$ cat src/rtl/adc_seq_pkg.sv
// Shared constants, types and helpers for the converter sequencer.
// Assumes a single system clock and a synchronous active-high reset.

package adc_seq_pkg;

  // ----------------------------------------------------------------
  // Widths and conversion timing in converter clock cycles
  // ----------------------------------------------------------------
  localparam int RESULT_W = 10;
  localparam int CYC_W = 5;
  localparam logic [4:0] CONV_NORMAL = 5'h0d;   // 13 cycles
  localparam logic [4:0] CONV_FIRST = 5'h19;    // 25 cycles
  localparam logic [4:0] CONV_DIFF_SYNC = 5'h0e; // 14 cycles
  // Whole cycles before the falling edge that samples: 1.5, 13.5, 2.5
  localparam logic [4:0] SH_NORMAL = 5'h01;
  localparam logic [4:0] SH_FIRST = 5'h0d;
  localparam logic [4:0] SH_DIFF_SYNC = 5'h02;
  // Channel codes from this value up to below the upper one are differential
  localparam logic [4:0] DIFF_FIRST_CODE = 5'h08;
  localparam logic [4:0] DIFF_END_CODE = 5'h1e;
  localparam int FIFO_DEPTH = 4;

  // ----------------------------------------------------------------
  // Types
  // ----------------------------------------------------------------
  typedef enum logic {SEQ_IDLE, SEQ_CONV} seq_state_t;

  typedef struct packed {
    logic [1:0] reference;
    logic [4:0] channel;
  } selection_t;

  // ----------------------------------------------------------------
  // Helpers
  // ----------------------------------------------------------------
  function automatic logic is_differential(input logic [4:0] ch);
    return (ch >= DIFF_FIRST_CODE) && (ch < DIFF_END_CODE);
  endfunction

  function automatic logic [15:0] justify(input logic [RESULT_W-1:0] r, input logic left);
    return left ? {r, 6'h00} : {6'h00, r};
  endfunction

endpackage

$ cat src/rtl/result_fifo.sv
// Small result FIFO between the sequencer and the result stream port.
// Assumes the writer checks in_ready or level before pushing.
`timescale 1ns/100ps

module result_fifo #(
  parameter int WIDTH = 10,
  parameter int DEPTH = 4
) (
  // Clock and reset
  input wire logic clk,
  input wire logic rst,
  // Fill side
  input wire logic in_valid,
  output logic in_ready,
  input wire logic [WIDTH-1:0] in_data,
  // Drain side
  output logic out_valid,
  input wire logic out_ready,
  output logic [WIDTH-1:0] out_data,
  // Occupancy
  output logic [$clog2(DEPTH):0] level
);
  localparam int PW = $clog2(DEPTH);

  typedef struct packed {
    logic [DEPTH-1:0][WIDTH-1:0] mem;
    logic [PW-1:0] rd;
    logic [PW-1:0] wr;
    logic [PW:0] count;
  } fifo_state_t;

  fifo_state_t cs, next_cs;
  logic push, pop;

  // Handshakes from registered occupancy
  assign in_ready = (cs.count != (PW+1)'(DEPTH));
  assign out_valid = (cs.count != '0);
  assign out_data = cs.mem[cs.rd];
  assign level = cs.count;
  assign push = in_valid && in_ready;
  assign pop = out_valid && out_ready;

  // Pointer wrap relies on DEPTH being a power of two
  always_comb
  begin
    next_cs = cs;
    if (push)
    begin
      next_cs.mem[cs.wr] = in_data;
      next_cs.wr = cs.wr + 1'b1;
    end
    if (pop)
      next_cs.rd = cs.rd + 1'b1;
    if (push && !pop)
      next_cs.count = cs.count + 1'b1;
    else if (pop && !push)
      next_cs.count = cs.count - 1'b1;
  end

  always_ff @(posedge clk)
  begin
    if (rst)
      cs <= '0;
    else
      cs <= next_cs;
  end
endmodule // result_fifo

$ cat src/rtl/adc_clock_prescaler.sv
// Converter clock prescaler: one-cycle pulses at each converter clock edge.
// Assumes enable and select are synchronous to clk.
`timescale 1ns/100ps

module adc_clock_prescaler #(
  parameter int CNT_W = 7
) (
  // Clock and reset
  input wire logic clk,
  input wire logic rst,
  // Control
  input wire logic enable,
  input wire logic [2:0] prescaler_select,
  // Converter clock edges
  output logic rise_tick,
  output logic fall_tick
);
  typedef struct packed {
    logic [CNT_W-1:0] count;
    logic rise;
    logic fall;
  } pre_state_t;

  pre_state_t cs, next_cs;
  logic [CNT_W-1:0] mask;

  // Division ratio 2^select, with select zero also giving two
  assign mask = (prescaler_select == 3'h0) ? CNT_W'(1) : CNT_W'((1 << prescaler_select) - 1);

  // Counter held at zero while disabled, free running while enabled
  always_comb
  begin
    next_cs = cs;
    next_cs.rise = 1'b0;
    next_cs.fall = 1'b0;
    if (!enable)
      next_cs.count = '0;
    else
    begin
      next_cs.count = (cs.count == mask) ? '0 : cs.count + 1'b1;
      next_cs.rise = (cs.count == mask);
      next_cs.fall = (cs.count == (mask >> 1));
    end
  end

  assign rise_tick = cs.rise;
  assign fall_tick = cs.fall;

  always_ff @(posedge clk)
  begin
    if (rst)
      cs <= '0;
    else
      cs <= next_cs;
  end
endmodule // adc_clock_prescaler

$ cat src/rtl/sar_adc_conversion_sequencer.sv
// Conversion sequencer for a 10-bit successive-approximation converter.
// Assumes control strobes are one-cycle pulses synchronous to clk and that
// the core presents a settled result when a conversion completes.
// How it works
// - Result is 10 bits over two bytes, right or left justified.
// - Low-byte read blocks result updates until the high byte is read.
// - Completion flag still sets while updates are blocked.
// - Start bit reads high during conversion, cleared by hardware at end in single mode.
// - Channel change mid-conversion applies only in that conversion's last cycle.
// - Free-run converts continuously after first start, ignoring the flag.
// - Selections reach the converter only while enabled.
// - Prescaler counts while enabled and is held reset while disabled.
// - Converter clock ratio is chosen by the prescaler select field.
// - Single-ended conversion begins at next rising converter clock edge.
// - Normal conversion 13 cycles, first after enable 25 cycles.
// - Sample-and-hold at 1.5 cycles, 2.5 on 14-cycle differential, or 13.5 on the first conversion.
// - Completion stores result, sets flag, clears start bit in single mode.
// - Free-run restarts immediately after completion while the buffer has room for the next result, start bit stays high.
// - Differential timing aligns to an internal half-rate converter clock.
// - User-started differential takes 13 cycles, or 14 if half-rate high.
// - Automatically restarted differential conversions take 14 cycles.
// - Single-ended channels bypass the differential gain stage.
// - Selections track until start, lock, then track again in last cycle.
`timescale 1ns/100ps

module sar_adc_conversion_sequencer #(
  parameter int PRESCALE_W = 7,
  parameter int DEPTH = adc_seq_pkg::FIFO_DEPTH
) (
  // Clock and reset
  input wire logic clk,
  input wire logic rst,
  // Control bits
  input wire logic converter_enable,
  input wire logic free_run_select,
  input wire logic result_left_justify,
  input wire logic [2:0] prescaler_select,
  input wire logic start_write,
  input wire logic flag_clear_write,
  input wire logic irq_ack,
  // Selection as written by software
  input wire logic [1:0] reference_select,
  input wire logic [4:0] channel_gain_select,
  // Data byte read strobes
  input wire logic low_read,
  input wire logic high_read,
  // Converter core
  input wire logic [adc_seq_pkg::RESULT_W-1:0] core_result,
  output logic [1:0] applied_reference,
  output logic [4:0] applied_channel,
  output logic gain_bypass,
  output logic sample_hold,
  output logic half_rate_converter_clock,
  // Status
  output logic start_conversion_bit,
  output logic conversion_complete_flag,
  output logic busy,
  output logic [7:0] result_high_byte,
  output logic [7:0] result_low_byte,
  // Result stream
  output logic stream_valid,
  input wire logic stream_ready,
  output logic [adc_seq_pkg::RESULT_W-1:0] stream_data
);

  // ----------------------------------------------------------------
  // State
  // ----------------------------------------------------------------
  typedef struct packed {
    adc_seq_pkg::seq_state_t state;
    logic [adc_seq_pkg::CYC_W-1:0] cyc;
    logic [adc_seq_pkg::CYC_W-1:0] len;
    logic [adc_seq_pkg::CYC_W-1:0] sh;
    logic start_bit;
    logic flag;
    logic lock;
    logic first;
    logic half_rate;
    logic done;
    logic sample;
    logic bypass;
    logic [adc_seq_pkg::RESULT_W-1:0] raw;
    logic [15:0] bytes;
    adc_seq_pkg::selection_t applied;
  } seq_regs_t;

  seq_regs_t cs, next_cs;
  logic rise_tick, fall_tick;
  logic [$clog2(DEPTH):0] fifo_level;
  logic fifo_in_ready;
  logic applied_diff;
  logic last_cycle;

  // ----------------------------------------------------------------
  // Converter clock and result buffer
  // ----------------------------------------------------------------
  adc_clock_prescaler #(.CNT_W(PRESCALE_W)) u_prescaler (
    .clk(clk),
    .rst(rst),
    .enable(converter_enable),
    .prescaler_select(prescaler_select),
    .rise_tick(rise_tick),
    .fall_tick(fall_tick)
  );

  // A full buffer stalls new starts rather than dropping stream words
  result_fifo #(.WIDTH(adc_seq_pkg::RESULT_W), .DEPTH(DEPTH)) u_fifo (
    .clk(clk),
    .rst(rst),
    .in_valid(next_cs.done),
    .in_ready(fifo_in_ready),
    .in_data(core_result),
    .out_valid(stream_valid),
    .out_ready(stream_ready),
    .out_data(stream_data),
    .level(fifo_level)
  );

  assign applied_diff = adc_seq_pkg::is_differential(cs.applied.channel);
  assign last_cycle = (cs.state == adc_seq_pkg::SEQ_CONV) && (cs.cyc == cs.len - 1'b1);

  // ----------------------------------------------------------------
  // Next-state logic
  // ----------------------------------------------------------------
  // Sequencing runs on converter clock edge pulses from the prescaler
  always_comb
  begin
    next_cs = cs;
    next_cs.done = 1'b0;
    next_cs.sample = 1'b0;
    if (!converter_enable)
    begin
      next_cs.state = adc_seq_pkg::SEQ_IDLE;
      next_cs.cyc = '0;
      next_cs.start_bit = 1'b0;
      next_cs.first = 1'b1;
      next_cs.half_rate = 1'b0;
    end
    else
    begin
      if (rise_tick)
        next_cs.half_rate = ~cs.half_rate;
      case (cs.state)
        adc_seq_pkg::SEQ_IDLE:
        begin
          // Start only with room left in the buffer
          if (rise_tick && cs.start_bit && (fifo_level < DEPTH))
          begin
            next_cs.state = adc_seq_pkg::SEQ_CONV;
            next_cs.cyc = '0;
            if (cs.first)
            begin
              next_cs.len = adc_seq_pkg::CONV_FIRST;
              next_cs.sh = adc_seq_pkg::SH_FIRST;
              next_cs.first = 1'b0;
            end
            else if (applied_diff && cs.half_rate)
            begin
              next_cs.len = adc_seq_pkg::CONV_DIFF_SYNC;
              next_cs.sh = adc_seq_pkg::SH_DIFF_SYNC;
            end
            else
            begin
              next_cs.len = adc_seq_pkg::CONV_NORMAL;
              next_cs.sh = adc_seq_pkg::SH_NORMAL;
            end
          end
        end
        adc_seq_pkg::SEQ_CONV:
        begin
          if (fall_tick && (cs.cyc == cs.sh))
            next_cs.sample = 1'b1;
          if (rise_tick)
          begin
            if (last_cycle)
            begin
              next_cs.done = 1'b1;
              // Auto restart needs room for this result and the next one
              if (free_run_select && (fifo_level < DEPTH - 1))
              begin
                next_cs.cyc = '0;
                next_cs.len = applied_diff ? adc_seq_pkg::CONV_DIFF_SYNC : adc_seq_pkg::CONV_NORMAL;
                next_cs.sh = applied_diff ? adc_seq_pkg::SH_DIFF_SYNC : adc_seq_pkg::SH_NORMAL;
              end
              else
                next_cs.state = adc_seq_pkg::SEQ_IDLE;
            end
            else
              next_cs.cyc = cs.cyc + 1'b1;
          end
        end
        default:
          next_cs.state = adc_seq_pkg::SEQ_IDLE;
      endcase
      // Start bit: hardware clear in single mode, a new write wins
      if (next_cs.done && !free_run_select)
        next_cs.start_bit = 1'b0;
      if (start_write)
        next_cs.start_bit = 1'b1;
    end
    // Selections track outside a conversion and in its last cycle
    if (converter_enable && ((cs.state == adc_seq_pkg::SEQ_IDLE) || last_cycle))
    begin
      next_cs.applied.reference = reference_select;
      next_cs.applied.channel = channel_gain_select;
    end
    next_cs.bypass = !applied_diff;
    // Flag is set independently of the byte lock; set beats clear
    if (flag_clear_write || irq_ack)
      next_cs.flag = 1'b0;
    if (next_cs.done)
      next_cs.flag = 1'b1;
    // Byte lock between low and high reads
    if (low_read)
      next_cs.lock = 1'b1;
    if (high_read)
      next_cs.lock = 1'b0;
    if (next_cs.done && !cs.lock)
      next_cs.raw = core_result;
    next_cs.bytes = adc_seq_pkg::justify(cs.raw, result_left_justify);
  end

  // ----------------------------------------------------------------
  // State register
  // ----------------------------------------------------------------
  always_ff @(posedge clk)
  begin
    if (rst)
    begin
      cs <= '0;
      cs.state <= adc_seq_pkg::SEQ_IDLE;
      cs.first <= 1'b1;
      cs.bypass <= 1'b1;
    end
    else
      cs <= next_cs;
  end

  // Outputs straight from the state register
  assign applied_reference = cs.applied.reference;
  assign applied_channel = cs.applied.channel;
  assign gain_bypass = cs.bypass;
  assign sample_hold = cs.sample;
  assign half_rate_converter_clock = cs.half_rate;
  assign start_conversion_bit = cs.start_bit;
  assign conversion_complete_flag = cs.flag;
  assign busy = (cs.state == adc_seq_pkg::SEQ_CONV);
  assign result_high_byte = cs.bytes[15:8];
  assign result_low_byte = cs.bytes[7:0];

  // ----------------------------------------------------------------
  // Assertions
  // ----------------------------------------------------------------
  property p_flag_on_done;
    @(posedge clk) disable iff (rst) cs.done |-> conversion_complete_flag;
  endproperty
  a_flag_on_done: assert property (p_flag_on_done) else $error("flag not set at completion");

  property p_lock_holds;
    @(posedge clk) disable iff (rst) (cs.lock && !high_read) |=> $stable(cs.raw);
  endproperty
  a_lock_holds: assert property (p_lock_holds) else $error("result updated while locked");

  property p_single_clear;
    @(posedge clk) disable iff (rst)
      (next_cs.done && !free_run_select && !start_write && converter_enable) |=> !start_conversion_bit;
  endproperty
  a_single_clear: assert property (p_single_clear) else $error("start bit not cleared");

  property p_busy_start;
    @(posedge clk) disable iff (rst) busy && !cs.done |-> start_conversion_bit || free_run_select;
  endproperty
  a_busy_start: assert property (p_busy_start) else $error("start bit low during conversion");

  property p_free_keeps;
    @(posedge clk) disable iff (rst) (next_cs.done && free_run_select && converter_enable) |=> start_conversion_bit;
  endproperty
  a_free_keeps: assert property (p_free_keeps) else $error("start bit dropped in free run");

  property p_prescale_held;
    @(posedge clk) disable iff (rst) !converter_enable [*2] |=> !rise_tick && !fall_tick;
  endproperty
  a_prescale_held: assert property (p_prescale_held) else $error("prescaler ran while disabled");

  property p_select_locked;
    @(posedge clk) disable iff (rst) (busy && !last_cycle) |=> $stable(applied_channel) && $stable(applied_reference);
  endproperty
  a_select_locked: assert property (p_select_locked) else $error("selection changed mid conversion");

  property p_enable_gate;
    @(posedge clk) disable iff (rst) !converter_enable |=> $stable(applied_channel);
  endproperty
  a_enable_gate: assert property (p_enable_gate) else $error("selection applied while disabled");

  property p_first_len;
    @(posedge clk) disable iff (rst)
      (cs.state == adc_seq_pkg::SEQ_IDLE && next_cs.state == adc_seq_pkg::SEQ_CONV && cs.first)
      |=> cs.len == 5'h19 && cs.sh == 5'h0d;
  endproperty
  a_first_len: assert property (p_first_len) else $error("first conversion not 25 cycles");

  property p_auto_diff;
    @(posedge clk) disable iff (rst)
      (next_cs.done && next_cs.state == adc_seq_pkg::SEQ_CONV && applied_diff) |=> cs.len == 5'h0e;
  endproperty
  a_auto_diff: assert property (p_auto_diff) else $error("auto restart not 14 cycles");

  property p_flag_clear;
    @(posedge clk) disable iff (rst) (irq_ack || flag_clear_write) && !next_cs.done |=> !conversion_complete_flag;
  endproperty
  a_flag_clear: assert property (p_flag_clear) else $error("flag not cleared");

  property p_justify;
    @(posedge clk) disable iff (rst)
      ##1 {result_high_byte, result_low_byte} == adc_seq_pkg::justify($past(cs.raw), $past(result_left_justify));
  endproperty
  a_justify: assert property (p_justify) else $error("result bytes misjustified");

  property p_bypass;
    @(posedge clk) disable iff (rst) ##1 gain_bypass == !adc_seq_pkg::is_differential($past(applied_channel));
  endproperty
  a_bypass: assert property (p_bypass) else $error("gain bypass wrong");

  property p_user_diff;
    @(posedge clk) disable iff (rst)
      (cs.state == adc_seq_pkg::SEQ_IDLE && next_cs.state == adc_seq_pkg::SEQ_CONV && !cs.first && applied_diff)
      |=> cs.len == ($past(cs.half_rate) ? 5'h0e : 5'h0d);
  endproperty
  a_user_diff: assert property (p_user_diff) else $error("user differential length wrong");

  // A completion must never meet a full buffer, or a stream word is lost
  property p_push_room;
    @(posedge clk) disable iff (rst) next_cs.done |-> fifo_in_ready;
  endproperty
  a_push_room: assert property (p_push_room) else $error("result pushed into full buffer");

  // Main scenarios
  c_first_done: cover property (@(posedge clk) disable iff (rst) cs.done && !free_run_select);
  c_free_run: cover property (@(posedge clk) disable iff (rst) cs.done && free_run_select ##[1:400] cs.done);
  c_lost_result: cover property (@(posedge clk) disable iff (rst) cs.done && cs.lock);
  c_diff_sync: cover property (@(posedge clk) disable iff (rst) busy && cs.len == 5'h0e);

endmodule // sar_adc_conversion_sequencer

$ cat config.mk
export PLATFORM = sky130hd
export DESIGN_NAME = sar_adc_conversion_sequencer
export DESIGN_NICKNAME = d
export VERILOG_FILES = /design/src/rtl/adc_seq_pkg.sv /design/src/rtl/result_fifo.sv /design/src/rtl/adc_clock_prescaler.sv /design/src/rtl/sar_adc_conversion_sequencer.sv
export SDC_FILE = /design/constraint.sdc
export NUM_CORES = 1
export LEC_CHECK = 0
export ABC_AREA = 1
export BUFFER_PORTS_ARGS = -buffer_cell sky130_fd_sc_hd__buf_4
export CORE_UTILIZATION = 60
export CTS_BUF_LIST = sky130_fd_sc_hd__clkbuf_4
export CTS_CLUSTER_SIZE = 16
export DETAILED_ROUTE_END_ITERATION = 12
export PLACE_DENSITY = 0.85
export SLEW_MARGIN = 20
export SYNTH_ARGS = -nofsm -noshare
export SYNTH_HDL_FRONTEND = slang
export SYNTH_SLANG_ARGS = --single-unit
$ cat constraint.sdc
create_clock -name clk -period 3 [get_ports clk]
set_input_delay 0.6 -clock clk [delete_from_list [all_inputs] [get_ports clk]]
set_output_delay 0.6 -clock clk [all_outputs]
set_load 0.02 [all_outputs]
Word-level counts from Yosys, hierarchy flattened
Cells that the tools add are included.
{"block": "op_classes", "muxes": 31, "n_mul": 0, "order_cmp": 7, "n_div": 0, "eq_ne": 10, "add_sub_neg": 8, "n_bitwise": 4, "reduce_logical": 35, "n_shift": 1}
{"cell": "2-to-1 mux 10 bit", "n": 5}
{"cell": "bitwise mux 40 bit", "n": 1}
{"cell": "2-to-1 mux 16 bit", "n": 2}
{"cell": "one-hot mux 16 bit (2 select lines)", "n": 1}
{"cell": "binary-select mux 10 bit (select 2 bit)", "n": 1}
{"cell": "demux 10 bit (select 2 bit)", "n": 1}
{"cell": "logical AND 1 bit", "n": 15}
{"cell": "2-to-1 mux 15 bit", "n": 1}
{"cell": "2-to-1 mux 7 bit", "n": 2}
{"cell": "equality test 5 bit", "n": 2}
{"cell": "2-to-1 mux 2 bit", "n": 5}
{"cell": "2-to-1 mux 1 bit", "n": 9}
{"cell": "OR reduction 2 bit", "n": 4}
{"cell": "adder 7 x 1 -> 7 bit, second input constant", "n": 1}
{"cell": "equality test 7 x 6 -> 1 bit", "n": 1}
{"cell": "equality test 7 bit", "n": 1}
{"cell": "<< shifter 1 x 3 -> 7 bit, first input constant", "n": 1}
{"cell": "subtractor 7 x 2 -> 7 bit, second input constant", "n": 1}
{"cell": "< comparator 2 x 3 -> 1 bit, second input constant", "n": 2}
{"cell": "2-to-1 mux 3 bit", "n": 2}
{"cell": "inequality test 2 x 1 -> 1 bit, second input constant", "n": 3}
{"cell": "nonzero test 2 bit", "n": 3}
{"cell": "adder 5 x 1 -> 5 bit, second input constant", "n": 1}
{"cell": ">= comparator 5 x 4 -> 1 bit, second input constant", "n": 1}
{"cell": "other kinds (21)", "n": 30}
{"block": "word_totals", "memories": 0, "latch_bits": 0, "reg_bits": 112, "inputBits": 31, "mem_bits_rw": 0, "output_inout_bits": 40, "rom_bits": 0}

Longest topological paths before layout
Gate-level depths: netlist of run 1.
{"block": "depth", "depth_word": 13, "mapped_depth": 17, "mapped_depth_nobuf": 17}

Hierarchy
From an unflattened synthesis of run 1, not the netlist that was laid out.
{"block": "unflattened", "cells_unflattened": 848, "hier_area_um2": 5667.9}
{"mod": "result_fifo", "area_each_um2": 2727.6, "n_inst": 1, "cells_each": 425}
{"mod": "sar_adc_conversion_sequencer", "area_each_um2": 2359.8, "n_inst": 1, "cells_each": 327}
{"mod": "adc_clock_prescaler", "area_each_um2": 580.6, "n_inst": 1, "cells_each": 96}

Least setup slack after synthesis of run 1
Ideal clock, no wire load.
{"block": "synth_timing", "path_type": "register to register", "start": "reg cs[46] (netlist name)", "end": "reg u_fifo.cs (netlist bit u_fifo.level[2])", "setup_time_ns": 0.122, "setup_slack_ns": 0.353, "arrival_time_ns": 2.525, "path_stages_with_launch": 18, "synth_period_minus_slack_ns": 2.647, "required_ns": 2.878, "path_cell_list": "dfxtp_1 inv_2 ha_1 inv_1 nand2_1 nand2_2 nor2_4 nand3_2 nor2_4 nand4_4 inv_1 ha_1 inv_1 fa_1 a21oi_1 o21ai_0 o21ai_0 a21oi_1"}
{"block": "synth_via", "elab_chain_len": 12, "word_cells_on_any_way": 14, "classes_between": "add/sub (1); eq/ne (1); mux (6); reduce/logical (6)"}
{"element": "start, declared", "line": "sar_adc_conversion_sequencer.sv:87", "text": "seq_regs_t cs, next_cs;"}
{"element": "start signal, assigned", "line": "sar_adc_conversion_sequencer.sv:236", "text": "cs <= next_cs;"}
{"element": "subtractor 5 x 1 -> 5 bit (*)", "line": "sar_adc_conversion_sequencer.sv:120", "text": "assign last_cycle = (cs.state == adc_seq_pkg::SEQ_CONV) && (cs.cyc == cs.len - 1'b1);"}
{"element": "equality test 5 bit (*)", "line": "sar_adc_conversion_sequencer.sv:120"}
{"element": "logical AND 1 bit (*)", "line": "sar_adc_conversion_sequencer.sv:120"}
{"element": "2-to-1 mux 1 bit (*)", "line": "sar_adc_conversion_sequencer.sv:175", "text": "if (last_cycle)"}
{"element": "2-to-1 mux 1 bit (*)", "line": "sar_adc_conversion_sequencer.sv:173", "text": "if (rise_tick)"}
{"element": "2-to-1 mux 2 bit (*)", "line": "sar_adc_conversion_sequencer.sv:143", "text": "case (cs.state)"}
{"element": "2-to-1 mux 2 bit (*) (2 in a row)", "line": "sar_adc_conversion_sequencer.sv:131", "text": "if (!converter_enable)"}
{"element": "logical AND 1 bit (*)", "line": "result_fifo.sv:40", "text": "assign push = in_valid && in_ready;"}
{"element": "named net u_fifo.push", "line": "result_fifo.sv:33", "text": "logic push, pop;"}
{"element": "zero test 1 bit", "line": "result_fifo.sv:56", "text": "else if (pop && !push)"}
{"element": "logical AND 1 bit", "line": "result_fifo.sv:56"}
{"element": "nonzero test 2 bit (no line)"}
{"element": "end signal, assigned", "line": "result_fifo.sv:65", "text": "cs <= next_cs;"}
{"element": "end, declared", "line": "result_fifo.sv:32", "text": "fifo_state_t cs, next_cs;"}
The timed path passes the listed nets; every way through them passes the cells marked *. The select of a mux whose other input is x is not followed.
A chain may end at the register's enable or synchronous reset.

Worst setup path after layout of run 1
{"block": "layout_timing", "start": "reg u_fifo.cs[5] (netlist name)", "end": "out stream_data[3] (netlist name)"}
{"block": "layout_via", "elab_chain_len": 2}
{"element": "binary-select mux 10 bit (select 2 bit)", "line": "result_fifo.sv:38", "text": "assign out_data = cs.mem[cs.rd];"}
{"element": "2-to-1 mux 10 bit (not written as such)", "line": "result_fifo.sv:38"}
{"element": "end, declared", "line": "sar_adc_conversion_sequencer.sv:63", "text": "output logic [adc_seq_pkg::RESULT_W-1:0] stream_data"}
Every way passes these cells. The select of a mux whose other input is x is not followed.

==> flow_metrics.py, run 1 <==
metrics = {
    "outcome": {
        "run_status": "finished, final reports clean",
    },
    "drt": {
        "met1Wirelength_microns": 4970,
        "met2_length_microns": 5380,
        "top_layer": "met4",
        "drc": 0,
        "firstDrtPassIters": 5,
        "via_count": 4648,
        "wl_per_cell_microns": 13.1,
        "routed_wl_microns": 11400,
        "dr_wl_met3_microns": 800,
        "final_antenna_net_count": 0,
        "vias_per_cell": 5.34,
        "initialDrtViolationCount": 333,
    },
    "floorplan": {
        "die-area_sq_um": 8950,
        "core_sq_um": 8260,
        "dieHeight_microns": 94.6,
        "start_util_pct": 62.3,
        "rows": 33,
        "ios": 71,
        "die_w_microns": 94.6,
    },
    "logic_synthesis": {
        "ys_types": 34,
        "synth_top_area_share_pct": 41.7,
        "synth_seq_cells": 107,
        "synthSimpleGateAreaFrac_pct": 34.5,
        "synth_top_family_by_area": "simple AND/OR/NAND/NOR gates",
        "synth_area_per_cell_sq_um": 7.08,
        "synth_area_leaders": "dfxtp_1 42%, nor2_1 13%, nand2_1 9.1%",
        "synthCells": 726,
        "syn-num-nets": 766,
        "yosysSeqAreaShare_pct": 41.7,
        "yosysWarnings": 0,
        "synth_adder_area_share_pct": 2.34,
        "syn_area_sq_um": 5140,
        "synth_compound_area_share_pct": 7.96,
        "synthMuxAreaShare_pct": 0,
        "synth-xor-area-share_pct": 2.55,
        "synth_top_area_cell": "dfxtp_1",
    },
    "sta": {
        "max_freq_ghz": 0.378,
        "finalHoldViolCount": 0,
        "tns_ps": 0,
        "hold_ws_ps": 281,
        "skew_ps": 27.1,
        "worst_slew_pin_slew_ps": 651,
        "slew_headroom_pct": 56.5,
        "fin_crit_sh_pct": 88.2,
        "drv_slew": 0,
        "rsz0062_at_grt": "false",
        "setup_viol": 0,
        "fin_ws_ps": 355,
        "finalCriticalPeriod_ps": 2640,
    },
    "grt": {
        "grt_pass1_wl_microns": 19000,
        "grt_pass1_vias": 4209,
        "grt_start_max_net_pins": 41,
        "gr-usage-all-layers_pct": 27.1,
        "grt.overflow.total": 0,
        "antenna_found_initial": 0,
    },
    "final_layout": {
        "area_growth_pct": 10.7,
        "mostFrequentLayoutCells": "183 x nor2_1, 125 x nand2_1, 107 x dfxtp_1",
        "diodes": 0,
        "layout.nets": 800,
        "final_common_cell": "nor2_1",
        "fillers": 716,
        "drive_gt1_share_pct": 15.3,
    },
    "clock_tree": {
        "clk_latency_ps": 470,
        "cts-buffers-inserted": 9,
        "cts.repair.resized": 0,
        "cts.sinks": 107,
        "cts_setup_buffers": 0,
        "cts_hold_buf": 0,
        "h-tree-depth": 3,
        "clk_pin_slew_ps": 180,
        "cts-root-buf": "clkbuf_4",
        "cts_tree": "yes",
        "cts_buffer_depth": 2,
    },
    "place": {
        "place_hpwl_microns": 8170,
        "place_ws_ps": 453,
        "globalplace.congestion": 0.839,
        "placement.io_buffers": 70,
    },
    "setup_path": {
        "end_kind": "primary output",
        "critPathArrivalTime_ps": 2040,
        "worstSetupStartpointType": "flip-flop",
        "worstSetupPathType": "reg -> out",
        "crit_fanout": 22,
        "required_ps": 2400,
    },
    "power_and_ir_drop": {
        "p_leak_nw": 2.67,
        "vdd_drop_max_uv": 307,
        "p_per_area_nw_per_um2": 522,
    },
    "run": {
        "max_cap_viol_count": 0,
    },
    "hold_path": {
        "hp-class": "in -> reg",
    },
}
-- worst paths after layout --
check        slack (ps)          from  depth (start not counted)             endpoint
max                 360  u_fifo.cs[5]                          5       stream_data[3]
min                 280     high_read                          2               cs[38]
min reg2reg         460        cs[31]                          2  result_high_byte[6]
max reg2reg         380        cs[47]                         17      u_fifo.level[2]
-- Yosys cell counts --
| master | instances |
|---|---|
| nand4_1 | 46 |
| clkbuf_1 | 22 |
| or2_2 | 1 |
| buf_4 | 23 |
| xnor2_1 | 3 |
| nor4_1 | 1 |
| buf_2 | 7 |
| inv_1 | 62 |
| nand3_1 | 15 |
| buf_1 | 1 |
| xor2_1 | 12 |
| nand2_1 | 125 |
| a21oi_1 | 18 |
| nor2_1 | 183 |
| inv_2 | 5 |
| o22ai_1 | 15 |
| clkinv_1 | 1 |
| fa_1 | 1 |
| nor2_8 | 4 |
| a211oi_1 | 1 |
| dfxtp_1 | 107 |
| nand2_2 | 6 |
| nand4_4 | 1 |
| buf_6 | 1 |
| nor2_2 | 1 |
| ha_1 | 8 |
| o211ai_1 | 3 |
| nor3b_1 | 1 |
| o21ai_0 | 39 |
| nor3_1 | 6 |
| and2_1 | 1 |
| nand3_2 | 3 |
| nor2_4 | 2 |
| inv_4 | 1 |
-- kinds of logic (layout without fill, tap and decap cells) --
logic type | Yosys count | in the layout
AO/OA/AOI/OAI | 76 | 76
flip-flops | 107 | 107
buffers and inverters | 123 | 162
AND/OR/NAND/NOR | 396 | 396
XOR/XNOR | 15 | 15
adder cells (fa/ha/maj) | 9 | 9
-- registers in the layout, indices dropped and copies added (netlist names), 2 cells and up --
name / count
applied_channel: 5
cs: 22
result_low_byte: 8
u_fifo.cs: 44
result_high_byte: 8
u_fifo.level: 3
u_prescaler.cs: 7
applied_reference: 2
-- power breakdown --
| part | total (mW) | internal (mW) | leakage, nW | switching [mW] |
|---|---|---|---|---|
| Sequential | 1.49 | 1.46 | 0.865 | 0.0312 |
| Clock | 0.741 | 0.205 | 0.0765 | 0.536 |
| Combinational | 0.743 | 0.259 | 1.73 | 0.484 |
-- per-layer routing --
layer,up-vias,GRT usage (%)
met5,-,0
met1,2073,35.3
li1,2375,-
met2,179,44.9
met4,0,11.9
met3,21,3.70
-- final cells by class --
class	instances	area, sq um	share of cell area [%]
clock inverter	7	80.1	1.41
clock buffer	9	67.6	1.19
sequential	107	2140	37.6
multi-input combinational	496	2430	42.7
tap	105	131	2.31
inverter	69	262	4.59
timing repair buffer	77	578	10.2
-- critical path, stage by stage, from the launching register on --
cell	delay (ps)
dfxtp_1	330
buf_4	200
inv_1	510
o21ai_0	220
o22ai_1	170
buf_4	170
-- through the flow --
step / std cells / util, % / instance area (sq um) / power (mW)
after floorplan: 726 / - / 5140 / 1.99
after global placement: 854 / 67.2 / 5550 / 2.24
after detailed placement: 854 / 67.2 / 5550 / 2.25
after CTS: 870 / 69.0 / 5690 / 2.99
after global routing: 870 / 69.0 / 5690 / 3.14
final: 870 / 69.0 / 5690 / 2.97
(Power assumes the default switching activity.)
==> run 2: changes to the inputs <==
CORE_UTILIZATION = 54   (was 60)
PLACE_DENSITY = 0.78   (was 0.85)
==> run 2 against run 1 <==
Largest power group unchanged; critical path depth did not move; cell area rose by 0.24%; first-iteration DRC count rose by 39%; cell count rose by 2.6%; core utilization fell by 7.2 points; clock skew rose by 1.5 ps.
==> flow_metrics.py, run 2 (synthesized netlist as in run 1, its figures left out) <==
metrics = {
    "grt": {
        "grt_pass1_wl_microns": 19900,
        "antenna_found_initial": 1,
        "grt.overflow.total": 0,
        "gr-usage-all-layers_pct": 25.1,
        "grt_start_max_net_pins": 59,
        "grt_pass1_vias": 4336,
    },
    "power_and_ir_drop": {
        "vdd_drop_max_uv": 301,
        "p_leak_nw": 2.66,
        "p_per_area_nw_per_um2": 516,
    },
    "sta": {
        "skew_ps": 28.6,
        "finalHoldViolCount": 0,
        "slew_headroom_pct": 52.6,
        "fin_crit_sh_pct": 90.5,
        "drv_slew": 0,
        "setup_viol": 0,
        "finalCriticalPeriod_ps": 2720,
        "tns_ps": 0,
        "max_freq_ghz": 0.368,
        "rsz0062_at_grt": "false",
        "worst_slew_pin_slew_ps": 711,
    },
    "drt": {
        "vias_per_cell": 5.30,
        "via_count": 4734,
        "final_antenna_net_count": 0,
        "initialDrtViolationCount": 464,
        "drc": 0,
        "routed_wl_microns": 12000,
        "firstDrtPassIters": 6,
        "wl_per_cell_microns": 13.4,
    },
    "setup_path": {
        "worstSetupStartpointType": "flip-flop",
        "slowest_stage": "inv_1",
        "cpMostUsedCell": "buf_4",
        "required_ps": 2400,
        "r2r_slack_ps": 320,
        "cp_cell_sequence": "buf_4, inv_1, o21ai_0, o22ai_1, buf_4",
        "end_kind": "primary output",
        "path_buf_inv": 3,
        "critPathMaxStageDelay_ps": 550,
        "crit_fanout": 22,
        "crit_family": "buffers and inverters",
        "critPathArrivalTime_ps": 2120,
        "worstSetupPathType": "reg -> out",
    },
    "clock_tree": {
        "clk_latency_ps": 460,
        "cts-buffers-inserted": 9,
        "h-tree-depth": 3,
        "cts-root-buf": "clkbuf_4",
        "cts.repair.resized": 0,
        "cts_setup_buffers": 0,
        "cts_buffer_depth": 2,
        "cts_hold_buf": 0,
        "cts.sinks": 107,
        "cts_tree": "yes",
        "clk_pin_slew_ps": 160,
    },
    "final_layout": {
        "layout.nets": 798,
        "seqCellArea_sq_um": 2140,
        "utilization_pct": 61.8,
        "mostFrequentLayoutCells": "183 x nor2_1, 125 x nand2_1, 107 x dfxtp_1",
        "area_growth_pct": 11.0,
        "fillers": 820,
        "largest_reg_flops": 44,
        "drive_gt1_share_pct": 14.9,
        "regMostFlops": "u_fifo.cs",
        "reg_top3": "u_fifo.cs x44, cs x22",
        "final_common_cell": "nor2_1",
        "multiInputGateArea_sq_um": 2430,
    },
    "outcome": {
        "run_status": "finished, final reports clean",
    },
    "floorplan": {
        "die-area_sq_um": 9920,
        "core_sq_um": 9240,
        "rows": 35,
        "ios": 71,
        "start_util_pct": 55.7,
        "dieHeight_microns": 99.6,
        "die_w_microns": 99.6,
    },
    "place": {
        "placement.io_buffers": 70,
        "globalplace.congestion": 0.946,
        "place_hpwl_microns": 8260,
    },
    "run": {
        "max_cap_viol_count": 0,
    },
    "hold_path": {
        "hp-class": "in -> reg",
    },
}
==> run 2: cell count changes in the layout (fill, tap and decap cells not counted) <==
cell	delta
inv_12	-1
diode_2	+1
clkinv_8	-1
buf_12	+1
inv_6	+1
buf_4	-3
clkinvlp_4	-1
clkinv_1	+1
inv_8	+1
==> run 2: worst register-to-register path, cell delays in order (launching register included) <==
cell	delay (ps)
dfxtp_1	400
inv_2	70
ha_1	290
inv_1	50
nand2_1	80
nand2_2	60
nor2_4	90
nand3_2	100
nor2_4	140
nand4_4	90
inv_1	90
ha_1	140
inv_1	70
fa_1	400
a21oi_1	160
o21ai_0	130
o21ai_0	170
a21oi_1	60
==> run 2: where the power goes <==
part | internal (mW) | switching, mW
sequential | 1.46 | 0.0313
combinational | 0.260 | 0.493
clock | 0.194 | 0.512
total | 1.91 | 1.04
==> run 2: path summary, 6_finish.rpt <==
path | from | to | cells after the start
worst max register to register | cs[46] | u_fifo.level[2] | 17
worst min register to register | cs[29] | result_high_byte[4] | 2
worst max-delay path | u_fifo.cs[5] | stream_data[9] | 5
worst min-delay path | high_read | cs[38] | 2
==> run 2: final cells by class <==
| type | instances | share of cell area (%) |
|---|---|---|
| Antenna cell | 1 | 0.0438 |
| Clock buffer | 9 | 1.18 |
| Clock inverter | 7 | 1.12 |
| Inverter | 69 | 4.58 |
| Multi-Input combinational cell | 496 | 42.6 |
| Sequential cell | 107 | 37.5 |
| Tap cell | 129 | 2.83 |
| Timing Repair Buffer | 75 | 10.1 |
==> run 2: layer usage <==
| metal | routed length [microns] | vias up | track usage, % |
|---|---|---|---|
| met5 | 0 | - | 0 |
| met4 | 267 | 0 | 11.7 |
| met3 | 743 | 30 | 3.65 |
| met2 | 5720 | 193 | 40.9 |
| met1 | 5250 | 2141 | 32.8 |
| li1 | - | 2370 | - |
==> run 2: per-stage QoR <==
step	setup WS, ps	total power, mW	std cells	cell area (sq um)	hold WS (ps)
CTS	318	2.96	892	5710	271
global route	75.1	3.10	893	5710	264
floorplan	353	1.99	726	5140	433
finish	284	2.95	893	5710	294
global placement	562	2.24	876	5570	452
detailed placement	405	2.25	876	5570	453
==> run 3: changes to the inputs <==
REMOVE_ABC_BUFFERS = 1   (was not set)
==> run 3 against run 2 <==
Sequential cell count did not move; cell count fell by 0.11%; count of clock-buffer cells in the layout did not move; setup slack improved by 99 ps; sequential share of layout area fell by 0.082 points; highest routed layer unchanged; largest cell class unchanged; combinational power fell by 2%.
==> flow_metrics.py, run 3 (synthesized netlist as in run 1, its figures left out) <==
metrics = {
    "sta": {
        "drv_slew": 0,
        "fin_ws_ps": 383,
        "worst_slew_pin_slew_ps": 693,
        "setup_viol": 0,
        "finalHoldViolCount": 0,
        "max_freq_ghz": 0.382,
        "finalCriticalPeriod_ps": 2620,
        "slew_headroom_pct": 53.8,
        "tns_ps": 0,
        "skew_ps": 27.4,
        "rsz0062_at_grt": "false",
        "fin_crit_sh_pct": 87.2,
    },
    "final_layout": {
        "reg_top3": "u_fifo.cs x44, cs x22",
        "mostFrequentLayoutCells": "183 x nor2_1, 125 x nand2_1, 107 x dfxtp_1",
        "fillers": 862,
        "drive_gt1_share_pct": 15.1,
        "final_common_cell": "nor2_1",
        "final_cells": 892,
        "area_growth_pct": 11.2,
        "largest_reg_flops": 44,
        "layout.nets": 798,
        "regMostFlops": "u_fifo.cs",
        "diodes": 0,
        "utilization_pct": 61.9,
    },
    "hold_path": {
        "min_delay_path_depth": 2,
        "hp-class": "in -> reg",
        "worstHoldStart": "high_read",
        "hold_path_end": "cs[38]",
    },
    "power_and_ir_drop": {
        "p_leak_nw": 2.66,
        "netSwitchingFraction_pct": 35.2,
        "power.share.combinational_pct": 24.9,
        "p_int_mw": 1.91,
        "p_sw_mw": 1.04,
        "clock_power_share_pct": 24.7,
        "report.power.total_mw": 2.96,
        "p_per_area_nw_per_um2": 517,
        "vdd_drop_max_uv": 315,
        "p_seq_share_pct": 50.4,
    },
    "drt": {
        "firstDrtPassIters": 5,
        "initialDrtViolationCount": 241,
        "routed_wl_microns": 11500,
        "vias_per_cell": 5.11,
        "via_count": 4558,
        "final_antenna_net_count": 0,
        "wl_per_cell_microns": 12.9,
        "drc": 0,
    },
    "floorplan": {
        "start_util_pct": 55.7,
        "core_sq_um": 9240,
        "die-area_sq_um": 9920,
        "ios": 71,
        "dieHeight_microns": 99.6,
        "rows": 35,
        "die_w_microns": 99.6,
    },
    "place": {
        "place_hpwl_microns": 8040,
        "place_inst": 876,
        "globalplace.congestion": 0.875,
        "placement.io_buffers": 70,
        "place_ws_ps": 450,
    },
    "clock_tree": {
        "cts_setup_buffers": 0,
        "cts.sinks": 107,
        "cts-buffers-inserted": 9,
        "cts-root-buf": "clkbuf_4",
        "cts_buffer_depth": 2,
        "cts.repair.resized": 0,
        "clk_pin_slew_ps": 180,
        "clk_latency_ps": 470,
        "h-tree-depth": 3,
        "cts_tree": "yes",
        "cts_hold_buf": 0,
    },
    "setup_path": {
        "crit_fanout": 4,
        "r2r-start": "cs[46]",
        "required_ps": 3350,
        "worstSetupStartpointType": "flip-flop",
        "critPathArrivalTime_ps": 2960,
        "critPathMaxStageDelay_ps": 400,
        "r2r_cells": 16,
        "slowest_stage": "dfxtp_1",
        "r2r_slack_ps": 380,
        "worstSetupPathType": "reg -> reg",
        "reg2reg_to": "u_fifo.level[2]",
        "end_kind": "flip-flop",
        "cp_cell_sequence": "inv_2, ha_1, nand2_1, nand2_2, nor2_4, nand3_2, nor2_4, nand4_4, inv_1, ha_1, inv_1, fa_1, a21oi_1, o21ai_0, o21ai_0, a21oi_1",
    },
    "grt": {
        "antenna_found_initial": 0,
        "grt_pass1_wl_microns": 19500,
        "grt.overflow.total": 0,
        "gr-usage-all-layers_pct": 24.3,
        "grt_pass1_vias": 4304,
        "grt_start_max_net_pins": 52,
    },
    "run": {
        "max_cap_viol_count": 0,
    },
    "outcome": {
        "run_status": "finished, final reports clean",
    },
}
[run 3: metal layers]
metal | vias to the layer above | part of all wire [%] | track usage (%)
li1 | 2362 | - | -
met1 | 2051 | 46 | 31.3
met2 | 132 | 46 | 41.0
met3 | 13 | 6.2 | 5.41
met4 | 0 | 1.0 | 6.67
met5 | - | 0 | 0
[run 3: area by class of cell]
| type | instances | area, sq um | area share (%) |
|---|---|---|---|
| Clock buffer | 9 | 67.6 | 1.18 |
| Clock inverter | 7 | 78.8 | 1.38 |
| Inverter | 69 | 262 | 4.57 |
| Multi-Input combinational cell | 496 | 2430 | 42.5 |
| Sequential cell | 107 | 2140 | 37.4 |
| Tap cell | 129 | 161 | 2.82 |
| Timing Repair Buffer | 75 | 576 | 10.1 |
[run 3: power by group through the flow]
stage / combinational [mW] / clock (mW) / sequential (mW)
final: 0.735 / 0.731 / 1.49
after global routing: 0.809 / 0.804 / 1.50
after CTS: 0.732 / 0.749 / 1.49
after detailed placement: 0.731 / 0 / 1.52
after global placement: 0.717 / 0 / 1.52
after floorplan: 0.416 / 0 / 1.54
[run 3: worst max-delay path by stage]
stage / from / end / slack [ps] / cells past startpoint
after floorplan: u_fifo.level[1] / u_fifo.level[2] / 120 / 11
after global routing: cs[46] / u_fifo.level[2] / 120 / 17
after global placement: cs[46] / u_fifo.level[2] / 570 / 17
after detailed placement: cs[46] / u_fifo.level[2] / 450 / 17
final: cs[46] / u_fifo.level[2] / 380 / 16
after CTS: cs[46] / u_fifo.level[2] / 410 / 16
[run 3: through the flow]
| stage | hold slack, ps | instance area [sq um] |
|---|---|---|
| after CTS | 266 | 5720 |
| after global routing | 258 | 5720 |
| after detailed placement | 454 | 5570 |
| after floorplan | 433 | 4840 |
| final | 292 | 5720 |
| after global placement | 455 | 5570 |
[run 3: critical path, delay by kind of cell, from the launching register on]
kind / cells / cell delay, ps
compound gates: 4 / 480
simple gates: 6 / 580
buf+inv: 3 / 230
fa+ha+maj: 3 / 830
flops: 1 / 400
